### config.mk
export PLATFORM = sky130hd
export DESIGN_NAME = serial_bus_vendor_option_regs
export DESIGN_NICKNAME = d
export VERILOG_FILES = /design/src/core/vendor_opt_pkg.sv /design/src/core/interval_timer.sv /design/src/core/serial_bus_vendor_option_regs.sv
export SDC_FILE = /design/constraint.sdc
export NUM_CORES = 1
export LEC_CHECK = 0
export ABC_AREA = 1
export BUFFER_PORTS_ARGS = -buffer_cell sky130_fd_sc_hd__buf_2
export CAP_MARGIN = 20
export CELL_PAD_IN_SITES_DETAIL_PLACEMENT = 1
export CELL_PAD_IN_SITES_GLOBAL_PLACEMENT = 1
export CORE_MARGIN = 4
export CORE_UTILIZATION = 25
export CTS_BUF_LIST = sky130_fd_sc_hd__clkbuf_8
export DETAILED_ROUTE_END_ITERATION = 6
export GPL_TIMING_DRIVEN = 0
export MAX_ROUTING_LAYER = met4
export PLACE_DENSITY_LB_ADDON = 0.08
export SLEW_MARGIN = 20
export SYNTH_ARGS = -nofsm -noshare
export SYNTH_HDL_FRONTEND = slang
export SYNTH_SLANG_ARGS = --single-unit
### constraint.sdc
create_clock -name clk -period 2 [get_ports clk]
set_input_delay 0.3 -clock clk [delete_from_list [all_inputs] [get_ports clk]]
set_output_delay 0.3 -clock clk [all_outputs]
set_load 0.01 [all_outputs]
### src/core/vendor_opt_pkg.sv
`default_nettype none
package vendor_opt_pkg;
  // register select codes on the register port
  localparam logic [2:0] SEL_PKT_CTRL = 3'h0;
  localparam logic [2:0] SEL_NODE_IDS = 3'h1;
  localparam logic [2:0] SEL_ATTACH = 3'h2;
  localparam logic [2:0] SEL_RST_RESP = 3'h3;
  localparam logic [2:0] SEL_ARB_LIM = 3'h4;
  localparam logic [2:0] SEL_FORCED_TOP = 3'h5;
  localparam logic [2:0] SEL_BIAS_EXCH = 3'h6;
  localparam logic [2:0] SEL_BIAS_DEB = 3'h7;

  // packet handling control bit positions
  localparam int BIT_EXT_TICK = 23;
  localparam int BIT_INV_CHECK = 9;
  localparam int BIT_RST_PKT = 8;
  localparam int BIT_CONCAT = 7;
  localparam int BIT_REMOTE = 4;
  localparam int BIT_PING = 2;
  localparam int BIT_LINK_GATE = 1;
  localparam int BIT_PHY_CFG = 0;
  localparam logic [31:0] PKT_CTRL_MASK = 32'h0080_0397;
  localparam logic [31:0] PKT_CTRL_RESET = 32'h0000_0114;

  // node id fields
  localparam int TOP_LSB = 8;
  localparam int RM_LSB = 0;
  localparam logic [5:0] TOP_RESET = 6'h00;
  localparam logic [5:0] RM_RESET = 6'h3F;

  // timer registers: enable at 31, long field 24:11, short field 15:0
  localparam int BIT_TMR_EN = 31;
  localparam int LONG_LSB = 11;
  localparam logic [31:0] LONG_MASK = 32'h81FF_F800;
  localparam logic [31:0] SHORT_MASK = 32'h8000_FFFF;
  localparam logic [31:0] ATTACH_RESET = 32'h8000_0000 | (32'h0A80 << 11);
  localparam logic [31:0] RST_RESP_RESET = 32'h8000_0000 | (32'h0280 << 11);
  localparam logic [31:0] ARB_LIM_RESET = 32'h8000_2710;
  localparam logic [31:0] FORCED_TOP_RESET = 32'h8000_0F8D;
  localparam logic [31:0] BIAS_EXCH_RESET = 32'h8000_0000 | (32'h002B << 11);
  localparam logic [31:0] BIAS_DEB_RESET = 32'h8000_0410;

  // timing
  localparam int CLK_PERIOD_PS = 4000;
  localparam int FINE_TICK_PS = 40000;
  localparam int COARSE_TICK_NS = 125000;
  localparam int FINE_TICK_CYCLES = FINE_TICK_PS / CLK_PERIOD_PS;
  localparam int COARSE_TICK_CYCLES = COARSE_TICK_NS * 1000 / CLK_PERIOD_PS;
  localparam logic [12:0] CYCLE_COUNT_LAST = 13'h1F3F;

  typedef struct packed {
    logic extTickSel;
    logic invCheck;
    logic resetPktGen;
    logic concat;
    logic remoteAuto;
    logic pingAuto;
    logic linkGate;
    logic phyCfgAuto;
  } pkt_ctrl_t;

  typedef struct packed {
    logic [5:0] gapCount;
    logic rootHoldoff;
  } phy_cfg_t;
endpackage
`default_nettype wire

### src/core/interval_timer.sv
`default_nettype none
module interval_timer (
  input wire logic clk,
  input wire logic nrst,
  input wire logic enable,
  input wire logic start,
  input wire logic tick,
  input wire logic [15:0] limit,
  output logic expire
);
  logic running_r;
  logic [15:0] count_r;
  logic [15:0] count_nxt;
  logic hit;

  assign count_nxt = count_r + 16'h0001;
  assign hit = running_r && enable && tick && (count_nxt == limit);

  always_ff @(posedge clk) begin
    if (!nrst) begin
      running_r <= 1'b0;
      count_r <= 16'h0000;
      expire <= 1'b0;
    end else begin
      expire <= hit;
      if (start) begin
        running_r <= enable;
        count_r <= 16'h0000;
      end else if (!enable || hit) begin
        running_r <= 1'b0;
      end else if (running_r && tick) begin
        count_r <= count_nxt;
      end
    end
  end
endmodule // interval_timer
`default_nettype wire

### src/core/serial_bus_vendor_option_regs.sv
// What this block does
// - with cycle source select, bit 23 picks external or internal 8 kHz cycle tick
// - bit 9 set: received phy packet checked against its inverted quadlet
// - bit 8 set, reset one: bus reset packet generated on reset response
// - bit 7 set: outgoing packets are concatenated
// - bit 4 set: remote access and command packets get automatic replies
// - bit 2 set: ping packet triggers self identification transmit
// - bit 1 set: link traffic only after link-on; else host enable suffices
// - bit 0 set: phy config packet overwrites gap count and root holdoff
// - read-only top node number 13:8 and resource manager number 5:0
// - attach detect interval in 24:11, 125 us units, reset 0A80h
// - reset response delay in 24:11, 125 us units, reset 0280h
// - arbitration state over limit in 15:0, 40 ns ticks, sets timeout status
// - forced-top delay 15:0, 40 ns ticks, from root holdoff to tree id
// - bias exchange interval 24:11, 125 us units, reset 002Bh, times one span from start to done
// - peer bias filtered by 15:0 interval before bias bit sets
// - bit 31 of each timer register enables it, reset one
`default_nettype none
module serial_bus_vendor_option_regs #(
  parameter int COARSE_CYCLES = vendor_opt_pkg::COARSE_TICK_CYCLES
) (
  input wire logic clk,
  input wire logic nrst,
  input wire logic wrEn,
  input wire logic [2:0] wrSel,
  input wire logic [31:0] wrData,
  input wire logic rdEn,
  input wire logic [2:0] rdSel,
  output logic [31:0] rdData,
  input wire logic cycleSourceSelect,
  input wire logic externalCycleTick,
  output logic [12:0] cycleCounter,
  input wire logic phyPktValid,
  input wire logic [63:0] phyPktData,
  output logic phyPktAccept,
  output logic phyPktReject,
  output logic concatEnable,
  input wire logic remoteAccessRx,
  input wire logic remoteCommandRx,
  output logic remoteReplyTx,
  output logic remoteConfirmTx,
  input wire logic pingRx,
  output logic selfIdTx,
  input wire logic hostLinkEnable,
  input wire logic linkOnRx,
  output logic linkTrafficEnable,
  input wire logic phyConfigRx,
  input wire vendor_opt_pkg::phy_cfg_t phyConfigIn,
  output vendor_opt_pkg::phy_cfg_t phyRegCfg,
  input wire logic nodeIdsValid,
  input wire logic [5:0] topNodeIn,
  input wire logic [5:0] rmNodeIn,
  input wire logic attachStart,
  output logic attachTimeout,
  input wire logic busResetRx,
  output logic busResetRespond,
  output logic resetPktTx,
  input wire logic arbStateChange,
  input wire logic timeoutClear,
  output logic phyTimeoutStatus,
  output logic treeIdStart,
  input wire logic biasExchStart,
  output logic biasExchDone,
  input wire logic peerBiasDetect,
  input wire logic peerBiasLost,
  output logic cablePairBias
);
  logic [31:0] pktCtrl_r;
  logic [5:0] topNode_r;
  logic [5:0] rmNode_r;
  logic [31:0] tmr_r [2:7];
  vendor_opt_pkg::pkt_ctrl_t ctl;
  logic [15:0] fineCnt_r;
  logic [15:0] coarseCnt_r;
  logic fineTick_r;
  logic coarseTick_r;
  logic extTickPrev_r;
  logic extTickRise;
  logic cycleTick;
  logic linkOnSeen_r;
  logic invOk;
  logic rootHoldoffPrev_r;
  logic attachExp;
  logic respExp;
  logic arbExp;
  logic topExp;
  logic exchExp;
  logic debExp;
  logic [31:0] rdMux;

  assign ctl.extTickSel = pktCtrl_r[vendor_opt_pkg::BIT_EXT_TICK];
  assign ctl.invCheck = pktCtrl_r[vendor_opt_pkg::BIT_INV_CHECK];
  assign ctl.resetPktGen = pktCtrl_r[vendor_opt_pkg::BIT_RST_PKT];
  assign ctl.concat = pktCtrl_r[vendor_opt_pkg::BIT_CONCAT];
  assign ctl.remoteAuto = pktCtrl_r[vendor_opt_pkg::BIT_REMOTE];
  assign ctl.pingAuto = pktCtrl_r[vendor_opt_pkg::BIT_PING];
  assign ctl.linkGate = pktCtrl_r[vendor_opt_pkg::BIT_LINK_GATE];
  assign ctl.phyCfgAuto = pktCtrl_r[vendor_opt_pkg::BIT_PHY_CFG];

  // register writes; node ids are read-only and ignore writes
  always_ff @(posedge clk) begin
    if (!nrst) begin
      pktCtrl_r <= vendor_opt_pkg::PKT_CTRL_RESET;
      tmr_r[2] <= vendor_opt_pkg::ATTACH_RESET;
      tmr_r[3] <= vendor_opt_pkg::RST_RESP_RESET;
      tmr_r[4] <= vendor_opt_pkg::ARB_LIM_RESET;
      tmr_r[5] <= vendor_opt_pkg::FORCED_TOP_RESET;
      tmr_r[6] <= vendor_opt_pkg::BIAS_EXCH_RESET;
      tmr_r[7] <= vendor_opt_pkg::BIAS_DEB_RESET;
    end else if (wrEn) begin
      unique case (wrSel)
        vendor_opt_pkg::SEL_PKT_CTRL: pktCtrl_r <= wrData & vendor_opt_pkg::PKT_CTRL_MASK;
        vendor_opt_pkg::SEL_NODE_IDS: ;
        vendor_opt_pkg::SEL_ATTACH: tmr_r[2] <= wrData & vendor_opt_pkg::LONG_MASK;
        vendor_opt_pkg::SEL_RST_RESP: tmr_r[3] <= wrData & vendor_opt_pkg::LONG_MASK;
        vendor_opt_pkg::SEL_ARB_LIM: tmr_r[4] <= wrData & vendor_opt_pkg::SHORT_MASK;
        vendor_opt_pkg::SEL_FORCED_TOP: tmr_r[5] <= wrData & vendor_opt_pkg::SHORT_MASK;
        // enable at 31 governs the 24:11 field here too
        vendor_opt_pkg::SEL_BIAS_EXCH: tmr_r[6] <= wrData & vendor_opt_pkg::LONG_MASK;
        vendor_opt_pkg::SEL_BIAS_DEB: tmr_r[7] <= wrData & vendor_opt_pkg::SHORT_MASK;
      endcase
    end
  end

  // top node has no defined reset value; zero keeps simulation clean
  always_ff @(posedge clk) begin
    if (!nrst) begin
      topNode_r <= vendor_opt_pkg::TOP_RESET;
      rmNode_r <= vendor_opt_pkg::RM_RESET;
    end else if (nodeIdsValid) begin
      topNode_r <= topNodeIn;
      rmNode_r <= rmNodeIn;
    end
  end

  assign rdMux = (rdSel == vendor_opt_pkg::SEL_PKT_CTRL) ? pktCtrl_r :
                 (rdSel == vendor_opt_pkg::SEL_NODE_IDS) ?
                   ({26'h0000000, topNode_r} << vendor_opt_pkg::TOP_LSB) |
                   ({26'h0000000, rmNode_r} << vendor_opt_pkg::RM_LSB) :
                 tmr_r[rdSel];

  always_ff @(posedge clk) begin
    if (!nrst) begin
      rdData <= 32'h0000_0000;
    end else if (rdEn) begin
      rdData <= rdMux;
    end
  end

  // tick dividers: 40 ns fine tick and 125 us coarse tick
  always_ff @(posedge clk) begin
    if (!nrst) begin
      fineCnt_r <= 16'h0000;
      coarseCnt_r <= 16'h0000;
      fineTick_r <= 1'b0;
      coarseTick_r <= 1'b0;
    end else begin
      fineTick_r <= (fineCnt_r == 16'(vendor_opt_pkg::FINE_TICK_CYCLES - 1));
      coarseTick_r <= (coarseCnt_r == 16'(COARSE_CYCLES - 1));
      fineCnt_r <= fineTick_r ? 16'h0001 :
        ((fineCnt_r == 16'(vendor_opt_pkg::FINE_TICK_CYCLES - 1)) ? 16'h0000
                                                                   : fineCnt_r + 16'h0001);
      coarseCnt_r <= (coarseCnt_r == 16'(COARSE_CYCLES - 1)) ? 16'h0000
                                                             : coarseCnt_r + 16'h0001;
    end
  end

  // cycle counter source choice
  assign extTickRise = externalCycleTick && !extTickPrev_r;
  assign cycleTick = (cycleSourceSelect && ctl.extTickSel) ? extTickRise : coarseTick_r;

  always_ff @(posedge clk) begin
    if (!nrst) begin
      extTickPrev_r <= 1'b0;
      cycleCounter <= 13'h0000;
    end else begin
      extTickPrev_r <= externalCycleTick;
      if (cycleTick) begin
        cycleCounter <= (cycleCounter == vendor_opt_pkg::CYCLE_COUNT_LAST) ? 13'h0000
                                                                           : cycleCounter + 13'h0001;
      end
    end
  end

  // phy packet inverse check; with checking off every packet passes
  assign invOk = (phyPktData[31:0] == ~phyPktData[63:32]);

  always_ff @(posedge clk) begin
    if (!nrst) begin
      phyPktAccept <= 1'b0;
      phyPktReject <= 1'b0;
      remoteReplyTx <= 1'b0;
      remoteConfirmTx <= 1'b0;
      selfIdTx <= 1'b0;
      concatEnable <= 1'b0;
    end else begin
      phyPktAccept <= phyPktValid && (!ctl.invCheck || invOk);
      phyPktReject <= phyPktValid && ctl.invCheck && !invOk;
      remoteReplyTx <= remoteAccessRx && ctl.remoteAuto;
      remoteConfirmTx <= remoteCommandRx && ctl.remoteAuto;
      selfIdTx <= pingRx && ctl.pingAuto;
      concatEnable <= ctl.concat;
    end
  end

  // link-on gating; a bus reset forgets an earlier link-on
  always_ff @(posedge clk) begin
    if (!nrst) begin
      linkOnSeen_r <= 1'b0;
      linkTrafficEnable <= 1'b0;
    end else begin
      if (linkOnRx) begin
        linkOnSeen_r <= 1'b1;
      end else if (busResetRx) begin
        linkOnSeen_r <= 1'b0;
      end
      linkTrafficEnable <= hostLinkEnable && (!ctl.linkGate || linkOnSeen_r);
    end
  end

  // phy register gap count and root holdoff
  always_ff @(posedge clk) begin
    if (!nrst) begin
      phyRegCfg <= '0;
      rootHoldoffPrev_r <= 1'b0;
    end else begin
      rootHoldoffPrev_r <= phyRegCfg.rootHoldoff;
      if (phyConfigRx && ctl.phyCfgAuto) begin
        phyRegCfg <= phyConfigIn;
      end
    end
  end

  interval_timer attachTmr (
    .clk(clk), .nrst(nrst),
    .enable(tmr_r[2][vendor_opt_pkg::BIT_TMR_EN]),
    .start(attachStart), .tick(coarseTick_r),
    .limit({2'b00, tmr_r[2][24:11]}),
    .expire(attachExp)
  );
  interval_timer respTmr (
    .clk(clk), .nrst(nrst),
    .enable(tmr_r[3][vendor_opt_pkg::BIT_TMR_EN]),
    .start(busResetRx), .tick(coarseTick_r),
    .limit({2'b00, tmr_r[3][24:11]}),
    .expire(respExp)
  );
  // restarts on every arbitration state change
  interval_timer arbTmr (
    .clk(clk), .nrst(nrst),
    .enable(tmr_r[4][vendor_opt_pkg::BIT_TMR_EN]),
    .start(arbStateChange), .tick(fineTick_r),
    .limit(tmr_r[4][15:0]),
    .expire(arbExp)
  );
  interval_timer topTmr (
    .clk(clk), .nrst(nrst),
    .enable(tmr_r[5][vendor_opt_pkg::BIT_TMR_EN]),
    .start(phyRegCfg.rootHoldoff && !rootHoldoffPrev_r), .tick(fineTick_r),
    .limit(tmr_r[5][15:0]),
    .expire(topExp)
  );
  interval_timer exchTmr (
    .clk(clk), .nrst(nrst),
    .enable(tmr_r[6][vendor_opt_pkg::BIT_TMR_EN]),
    .start(biasExchStart), .tick(coarseTick_r),
    .limit({2'b00, tmr_r[6][24:11]}),
    .expire(exchExp)
  );
  interval_timer debTmr (
    .clk(clk), .nrst(nrst),
    .enable(tmr_r[7][vendor_opt_pkg::BIT_TMR_EN]),
    .start(peerBiasDetect), .tick(fineTick_r),
    .limit(tmr_r[7][15:0]),
    .expire(debExp)
  );

  // timer results; the timeout set wins over a same-cycle clear
  always_ff @(posedge clk) begin
    if (!nrst) begin
      attachTimeout <= 1'b0;
      busResetRespond <= 1'b0;
      resetPktTx <= 1'b0;
      phyTimeoutStatus <= 1'b0;
      treeIdStart <= 1'b0;
      biasExchDone <= 1'b0;
      cablePairBias <= 1'b0;
    end else begin
      attachTimeout <= attachExp;
      busResetRespond <= respExp;
      resetPktTx <= respExp && ctl.resetPktGen;
      if (arbExp) begin
        phyTimeoutStatus <= 1'b1;
      end else if (timeoutClear) begin
        phyTimeoutStatus <= 1'b0;
      end
      treeIdStart <= topExp;
      biasExchDone <= exchExp;
      if (debExp) begin
        cablePairBias <= 1'b1;
      end else if (peerBiasLost) begin
        cablePairBias <= 1'b0;
      end
    end
  end
endmodule // serial_bus_vendor_option_regs
`default_nettype wire

==> impl_metrics.tcl, run 1 <==
set metrics [dict create \
    synth-seq-cells 321 \
    final.fill_count 8706 \
    clk_path_buf_depth 3 \
    synth_cells 2578 \
    outcome "complete, but fails checks" \
    hold_viol_final 0 \
    ys_async_sr_fraction 0 \
    antenna_found_initial 2 \
    antenna_left 0 \
    setup_viol 103 \
    path_clk_slew_ns 0.06 \
    track_usage 0.207 \
    first_iter_violations 1021 \
    start_util 0.253 \
    period_share 1.16 \
    vias_per_cell 4.71 \
    r2r_slack_ns -0.31 \
    grt_max_degree 18 \
    die_height_um 274 \
    grt_overflow 0 \
    min_from "wrData[21]" \
    setup_ws_ns -0.314 \
    finalClockSkew_ns 0.0300 \
    drc_errors 0 \
    hpwl_um 57500 \
    nets 3186 \
    wl_met3_um 2790 \
    cts_buffers 67 \
    top_layer "met4" \
    hold_class "input port to register" \
    maxSlewHeadroom 0.287 \
    cp.required_ns 2.54 \
    power_density_nw_per_um2 626 \
    synth_seq_area_share 0.417 \
    vias 18900 \
    cts_num_sinks 321 \
    reg2reg_to "exchTmr.count_r[5]$_SDFFE_PP0P_" \
    rsz0062_at_grt "yes" \
    startpoint_type "register" \
    worstSetupEndpointType "register" \
    portBuffers 192 \
    p_leak_nw 11.0 \
    final_cell_mix "nand2_1, nor2_1, inv_1" \
    arrival_ns 2.86 \
    synth_ff_type "dfxtp_1" \
    final_layout_size_suffix_gt1_frac 0.307 \
    cap_violations 0 \
    htree_levels 3 \
    dieArea_um2 75200 \
    wl_per_cell_um 19.5 \
    critPathMaxFanout 6 \
    io_pins 208 \
    reg2regPathDepth 17 \
    violations "negative setup slack" \
    irDropWorstVdd_mv 0.482 \
    first_pass_iters 5 \
    yosysWarnings 0 \
    fin_crit_ns 2.31 \
    cp-startpoint "exchTmr.count_r[1]$_SDFFE_PP0P_" \
    synth_edf_count 96 \
    cts_tree "done" \
    synth_area_per_cell_um2 6.87 \
    insertion_delay_ns 0.66 \
    crit_type "register to register" \
    synth_area_um2 17700 \
    synth_cell_type_count 55 \
    mostFrequentLayoutCell "nand2_1" \
    worstMarginPinSlew_ns 1.07 \
    slew_violations 0 \
    pre_cts_ws_ns -1.75 \
    max_freq_mhz 432 \
    met2_length_um 38100 \
    drt-total-wl_um 78400 \
    root_buffer "clkbuf_8" \
    met1_length_um 34800 \
    grt_pass1_vias 19600 \
    placementRows 97 \
    syn_to_final_growth_pct 42.6 \
    chipWidth_um 274 \
    fin_setup_tns_ns -21.23 \
    endpoint "exchTmr.count_r[5]$_SDFFE_PP0P_" \
    core_area_um2 70100 \
    grt_pass1_wl_um 116000 \
    r2r_start "exchTmr.count_r[1]$_SDFFE_PP0P_" \
    power_mw 15.8 \
    gp_congestion 0.872 \
]
## area by class of cell
| cell class | count | area [µm²] | share of cell area |
|---|---|---|---|
| tap | 940 | 1180 | 0.0465 |
| buffer | 69 | 492 | 0.0195 |
| multi-input combinational | 1892 | 10800 | 0.427 |
| inverter | 301 | 1140 | 0.0452 |
| timing repair buffer | 380 | 2820 | 0.112 |
| antenna | 4 | 10.0 | 0.000396 |
| clock buffer | 80 | 1100 | 0.0436 |
| clock inverter | 39 | 236 | 0.00936 |
| sequential | 321 | 7490 | 0.296 |
## critical path, cell delays in order (launching register included)
cell,delay (ns)
dfxtp_4,0.38
ha_4,0.15
nand2_4,0.07
nor2_4,0.23
nand2_2,0.11
nand2_2,0.10
nand2_2,0.07
nand2_2,0.07
nand2_1,0.06
nor2_1,0.13
nand2_1,0.10
nor2_4,0.16
nand3_4,0.13
nand2_4,0.13
buf_8,0.15
nand2_2,0.05
nand2_1,0.06
nor2_1,0.04
## metal layers
layer / vias to the layer above / track usage
met4: 0 / 0.0712
met5: - / -
met3: 128 / 0.0315
met1: 9275 / 0.257
met2: 318 / 0.346
li1: 9224 / -
## registers in the layout, summed over array words and instances, names as in the netlist, 6 cells and up
signal	count
topTmr.count_r	16
topNode_r	6
rmNode_r	6
exchTmr.count_r	16
coarseCnt_r	16
fineCnt_r	16
attachTmr.count_r	16
arbTmr.count_r	16
cycleCounter	13
debTmr.count_r	16
phyRegCfg	7
pktCtrl_r	8
respTmr.count_r	16
tmr_r	96
rdData	26
## per-stage QoR
stage | area (µm²) | hold WS, ns | instances | utilization
3_3_place_gp | 19900 | 0.410 | 3715 | 0.283
6_report | 25300 | 0.0533 | 4026 | 0.360
2_1_floorplan | 17700 | 0.390 | 2583 | -
4_1_cts | 23900 | 0.00735 | 3984 | 0.341
3_5_place_dp | 19900 | 0.418 | 3718 | 0.284
5_1_grt | 25300 | 0.0271 | 4024 | 0.360
## Yosys cell counts, types with 3 or more instances
cell type  number  area [µm²]
a211oi_1        4        30.0
a31oi_1         3        18.8
nor2_2         23         144
inv_1         290        1090
nand2_2         3        18.8
o21ai_1         3        15.0
nand3b_1       22         165
buf_1           5        18.8
nand4_1        49         307
o21a_1          4        30.0
buf_2          12        60.1
buf_6           4        45.0
or2_2           8        50.1
clkbuf_1       37         139
xor3_1          3        71.3
ha_1           12         150
a41oi_1         5        43.8
nor2_4          3        33.8
nor3b_1         9        67.6
a21oi_1       107         536
nor3_1         40         200
dfxtp_1       225        4500
o2111ai_1       4        35.0
buf_4          11        82.6
nand3_1       216        1080
o22ai_1        15        93.8
nor4_1         10        62.6
xnor2_1        18         158
o21bai_1        7        52.6
xor2_1         40         350
clkinv_1        7        26.3
and3_1          3        18.8
inv_2           4        15.0
nand2_1       746        2800
edfxtp_1       96        2880
xnor3_1         6         135
a221oi_1        5        43.8
nor2_1        429        1610
o211ai_1        5        37.5
o21ai_0        67         335
## worst min path at each step
| stage | depth (start not counted) | endpoint |
|---|---|---|
| 2_1_floorplan | 2 | attachTimeout$_SDFF_PN0_ |
| 3_3_place_gp | 2 | treeIdStart$_SDFF_PN0_ |
| 3_5_place_dp | 2 | treeIdStart$_SDFF_PN0_ |
| 4_1_cts | 3 | tmr_r[3][21]$_SDFFCE_PN0P_ |
| 5_1_grt | 3 | tmr_r[3][21]$_SDFFCE_PN0P_ |
| 6_report | 3 | tmr_r[3][21]$_SDFFCE_PN0P_ |
## report_power, final
part	internal, mW	switching, mW	total (mW)
clock	3.99	3.24	7.24
sequential	6.90	0.235	7.14
combinational	0.534	0.917	1.45
## cells by family (layout without fill, tap and decap cells)
family                   after synthesis  after routing  share of synthesized area
AND/OR/NAND/NOR                     1571           1571                      0.376
buffers and inverters                370            869                     0.0833
XOR/XNOR                              67             67                     0.0403
AO/OA/AOI/OAI                        236            236                     0.0751
other                                  1             10                   0.000212
adder cells (fa/ha/maj)               12             12                    0.00847
flip-flops                           321            321                      0.417
## timing repair
action | CTS | global route
resized for setup | 393 | 293
hold endpoints to repair | 61 | 0
setup endpoints to repair | 233 | 166
hold buffers | 43 | 0
setup buffers | 99 | 46
gates cloned | 11 | 2
pin swaps | 125 | 178
Power figures use the tool's default switching activity.
==> run 2, diff against run 1 <==
CELL_PAD_IN_SITES_GLOBAL_PLACEMENT = 2   (was 1)
CORE_UTILIZATION = 31   (was 25)
SLEW_MARGIN = not set   (was 20)
==> run 2 against run 1 <==
  * The flow still finishes with violations (negative setup slack)
  * Register-to-register slack improved by 0.03 ns
  * Routed wire length is 4.3% lower
  * Clock power decreased by 7.5%
  * Utilization is 7.4 points higher
  * Final area decreased by 3.0%
  * Critical path type unchanged
  * Critical endpoint is now arbTmr.count_r[14]$_SDFFE_PP0P_
  * Largest cell class unchanged
  * Largest power group is now sequential cells
  * Highest routed layer unchanged
==> impl_metrics.tcl, run 2 (synthesis gave the netlist of run 1 again) <==
set metrics [dict create \
    outcome "complete, but fails checks" \
    violations "negative setup slack" \
    first_pass_iters 5 \
    fin_setup_tns_ns -21.54 \
    power_density_nw_per_um2 622 \
    rsz0062_at_grt "yes" \
    setup_viol 106 \
    wl_per_cell_um 19.7 \
    track_usage 0.246 \
    grt_pass1_wl_um 113000 \
    clk_path_buf_depth 3 \
    cp.required_ns 2.54 \
    cts_tree "done" \
    cts_buffers 67 \
    maxSlewHeadroom 0.189 \
    final_layout_size_suffix_gt1_frac 0.283 \
    period_share 1.14 \
    fin_crit_ns 2.29 \
    cpMostUsedCell "nor2_2" \
    final_cells 3802 \
    hold_class "input port to register" \
    min_path_cells 4 \
    crit_type "register to register" \
    multi_input_area_um2 10700 \
    final.fill_count 7016 \
    nets 3150 \
    p_leak_nw 10.7 \
    startpoint_type "register" \
    min_from "nodeIdsValid" \
    antenna_found_initial 0 \
    max_freq_mhz 437 \
    irDropWorstVdd_mv 0.532 \
    finalClockSkew_ns 0.0388 \
    r2r_slack_ns -0.29 \
    design_area_um2 24500 \
    start_util 0.314 \
    placed_cell_area_um2 19700 \
    path_clk_slew_ns 0.06 \
    insertion_delay_ns 0.65 \
    arrival_ns 2.83 \
    final_cell_mix "nand2_1, nor2_1, inv_1" \
    mostFrequentLayoutCell "nand2_1" \
    final-seq-area_um2 7500 \
    io_pins 208 \
    dieArea_um2 61000 \
    worstSetupEndpointType "register" \
    worstMarginPinSlew_ns 1.22 \
    drc_errors 0 \
    vias_per_cell 4.96 \
    hpwl_um 55900 \
    root_buffer "clkbuf_8" \
    crit_family "simple AND/OR/NAND/NOR gates" \
    placementRows 87 \
    syn_to_final_growth_pct 38.3 \
    grt_max_degree 18 \
    r2r_start "tmr_r[4][25]$_SDFFCE_PN1P_" \
    grt_pass1_vias 19300 \
    reg.largest.list "tmr_r: 96 flops, rdData: 26 flops" \
    core_area_um2 56500 \
    gp_congestion 0.890 \
    chipWidth_um 247 \
    first_iter_violations 828 \
    die_height_um 247 \
    max_stage_delay_ns 0.50 \
    portBuffers 192 \
    slowest_stage "edfxtp_1" \
    cts_num_sinks 321 \
    crit_chain "nand2_1 > nor2_2 > nand3_1 > nor2_2 > nand2_1 > nor2_1 > nand3_1 > nor2_2 > nand2_4 > nand2_8 > buf_8 > nand2_2 > nand2_2 > nor2_2" \
    hold_viol_final 0 \
    critPathBufInv 1 \
    antenna_left 0 \
    largest_reg_flops 96 \
    dp_cells 3534 \
    htree_levels 3 \
    critPathMaxFanout 5 \
    reg2regPathDepth 14 \
    drt-total-wl_um 75000 \
    largest_register "tmr_r" \
    reg2reg_to "arbTmr.count_r[14]$_SDFFE_PP0P_" \
    whs_endpoint "topNode_r[4]$_SDFFE_PN0P_" \
    setup_ws_ns -0.288 \
    slew_violations 0 \
    grt_overflow 0 \
    vias 18900 \
    cap_violations 0 \
]
## run 2: cell types whose count changed in the layout (fill, tap and decap cells not counted), sizes merged, moves of 3 or more
cell | previous run | this run
clkinvlp | 2 | 5
bufinv | 3 | 0
buf | 367 | 328
diode | 4 | 1
inv | 316 | 320
dlygate4sd3 | 43 | 47
clkbuf | 119 | 113
## run 2: final cells by class
class | instances | area share
inverter | 301 | 0.0465
clock inverter | 42 | 0.00786
sequential | 321 | 0.306
timing repair buffer | 344 | 0.103
multi-input combinational | 1892 | 0.435
tap | 756 | 0.0386
clock buffer | 76 | 0.0427
antenna | 1 | 0.000102
buffer | 69 | 0.0200
## run 2: how the worst max path moves through the flow
stage                                      startpoint                                end  slack, ns  cells after the start
floorplan              debTmr.count_r[1]$_SDFFE_PP0P_    debTmr.count_r[10]$_SDFFE_PP0P_      0.004                     17
CTS                    arbTmr.count_r[1]$_SDFFE_PP0P_    arbTmr.count_r[14]$_SDFFE_PP0P_      -0.28                     17
finish                     tmr_r[4][25]$_SDFFCE_PN1P_    arbTmr.count_r[14]$_SDFFE_PP0P_      -0.29                     14
detailed placement                               nrst     topTmr.count_r[1]$_SDFFE_PP0P_      -1.46                      6
global route        attachTmr.count_r[0]$_SDFFE_PP0P_  attachTmr.count_r[5]$_SDFFE_PP0P_      -0.43                     17
global placement                                 nrst     topTmr.count_r[9]$_SDFFE_PP0P_      -1.44                      6
## run 2: worst min-delay path: cells and delay by family
family | cells | cell delay [ns]
simple gates | 2 | 0.16
buf+inv | 2 | 0.19
## run 2: where the power goes
part           total, mW  internal (mW)  switching [mW]
combinational       1.42          0.526           0.896
sequential          7.13           6.90           0.224
clock               6.70           3.48            3.23
total               15.3           10.9            4.35
## run 2: metal layers
layer	share of wire	vias to the layer above	GRT usage
li1	-	9167	-
met2	0.49	363	0.410
met3	0.038	142	0.0327
met4	0.032	0	0.0726
met5	0	-	-
met1	0.44	9203	0.313
## run 2: repair_timing
| action | CTS | global route |
|---|---|---|
| setup endpoints to repair | 226 | 162 |
| pin swaps | 126 | 132 |
| hold buffers | 47 | 0 |
| cloned | 11 | 1 |
| buffers inserted | 66 | 28 |
| endpoints found under the hold margin | 69 | 0 |
| gates resized for setup | 355 | 265 |
## run 2: per-stage QoR
| step | power (mW) | utilization | hold WS, ns | setup slack (ns) |
|---|---|---|---|---|
| floorplan | 7.84 | - | 0.390 | 0.00428 |
| global placement | 8.51 | 0.348 | 0.401 | -1.44 |
| detailed placement | 8.54 | 0.349 | 0.403 | -1.46 |
| CTS | 15.4 | 0.413 | 0.00194 | -0.278 |
| global route | 15.9 | 0.434 | 0.0451 | -0.431 |
| finish | 15.3 | 0.434 | 0.0685 | -0.288 |
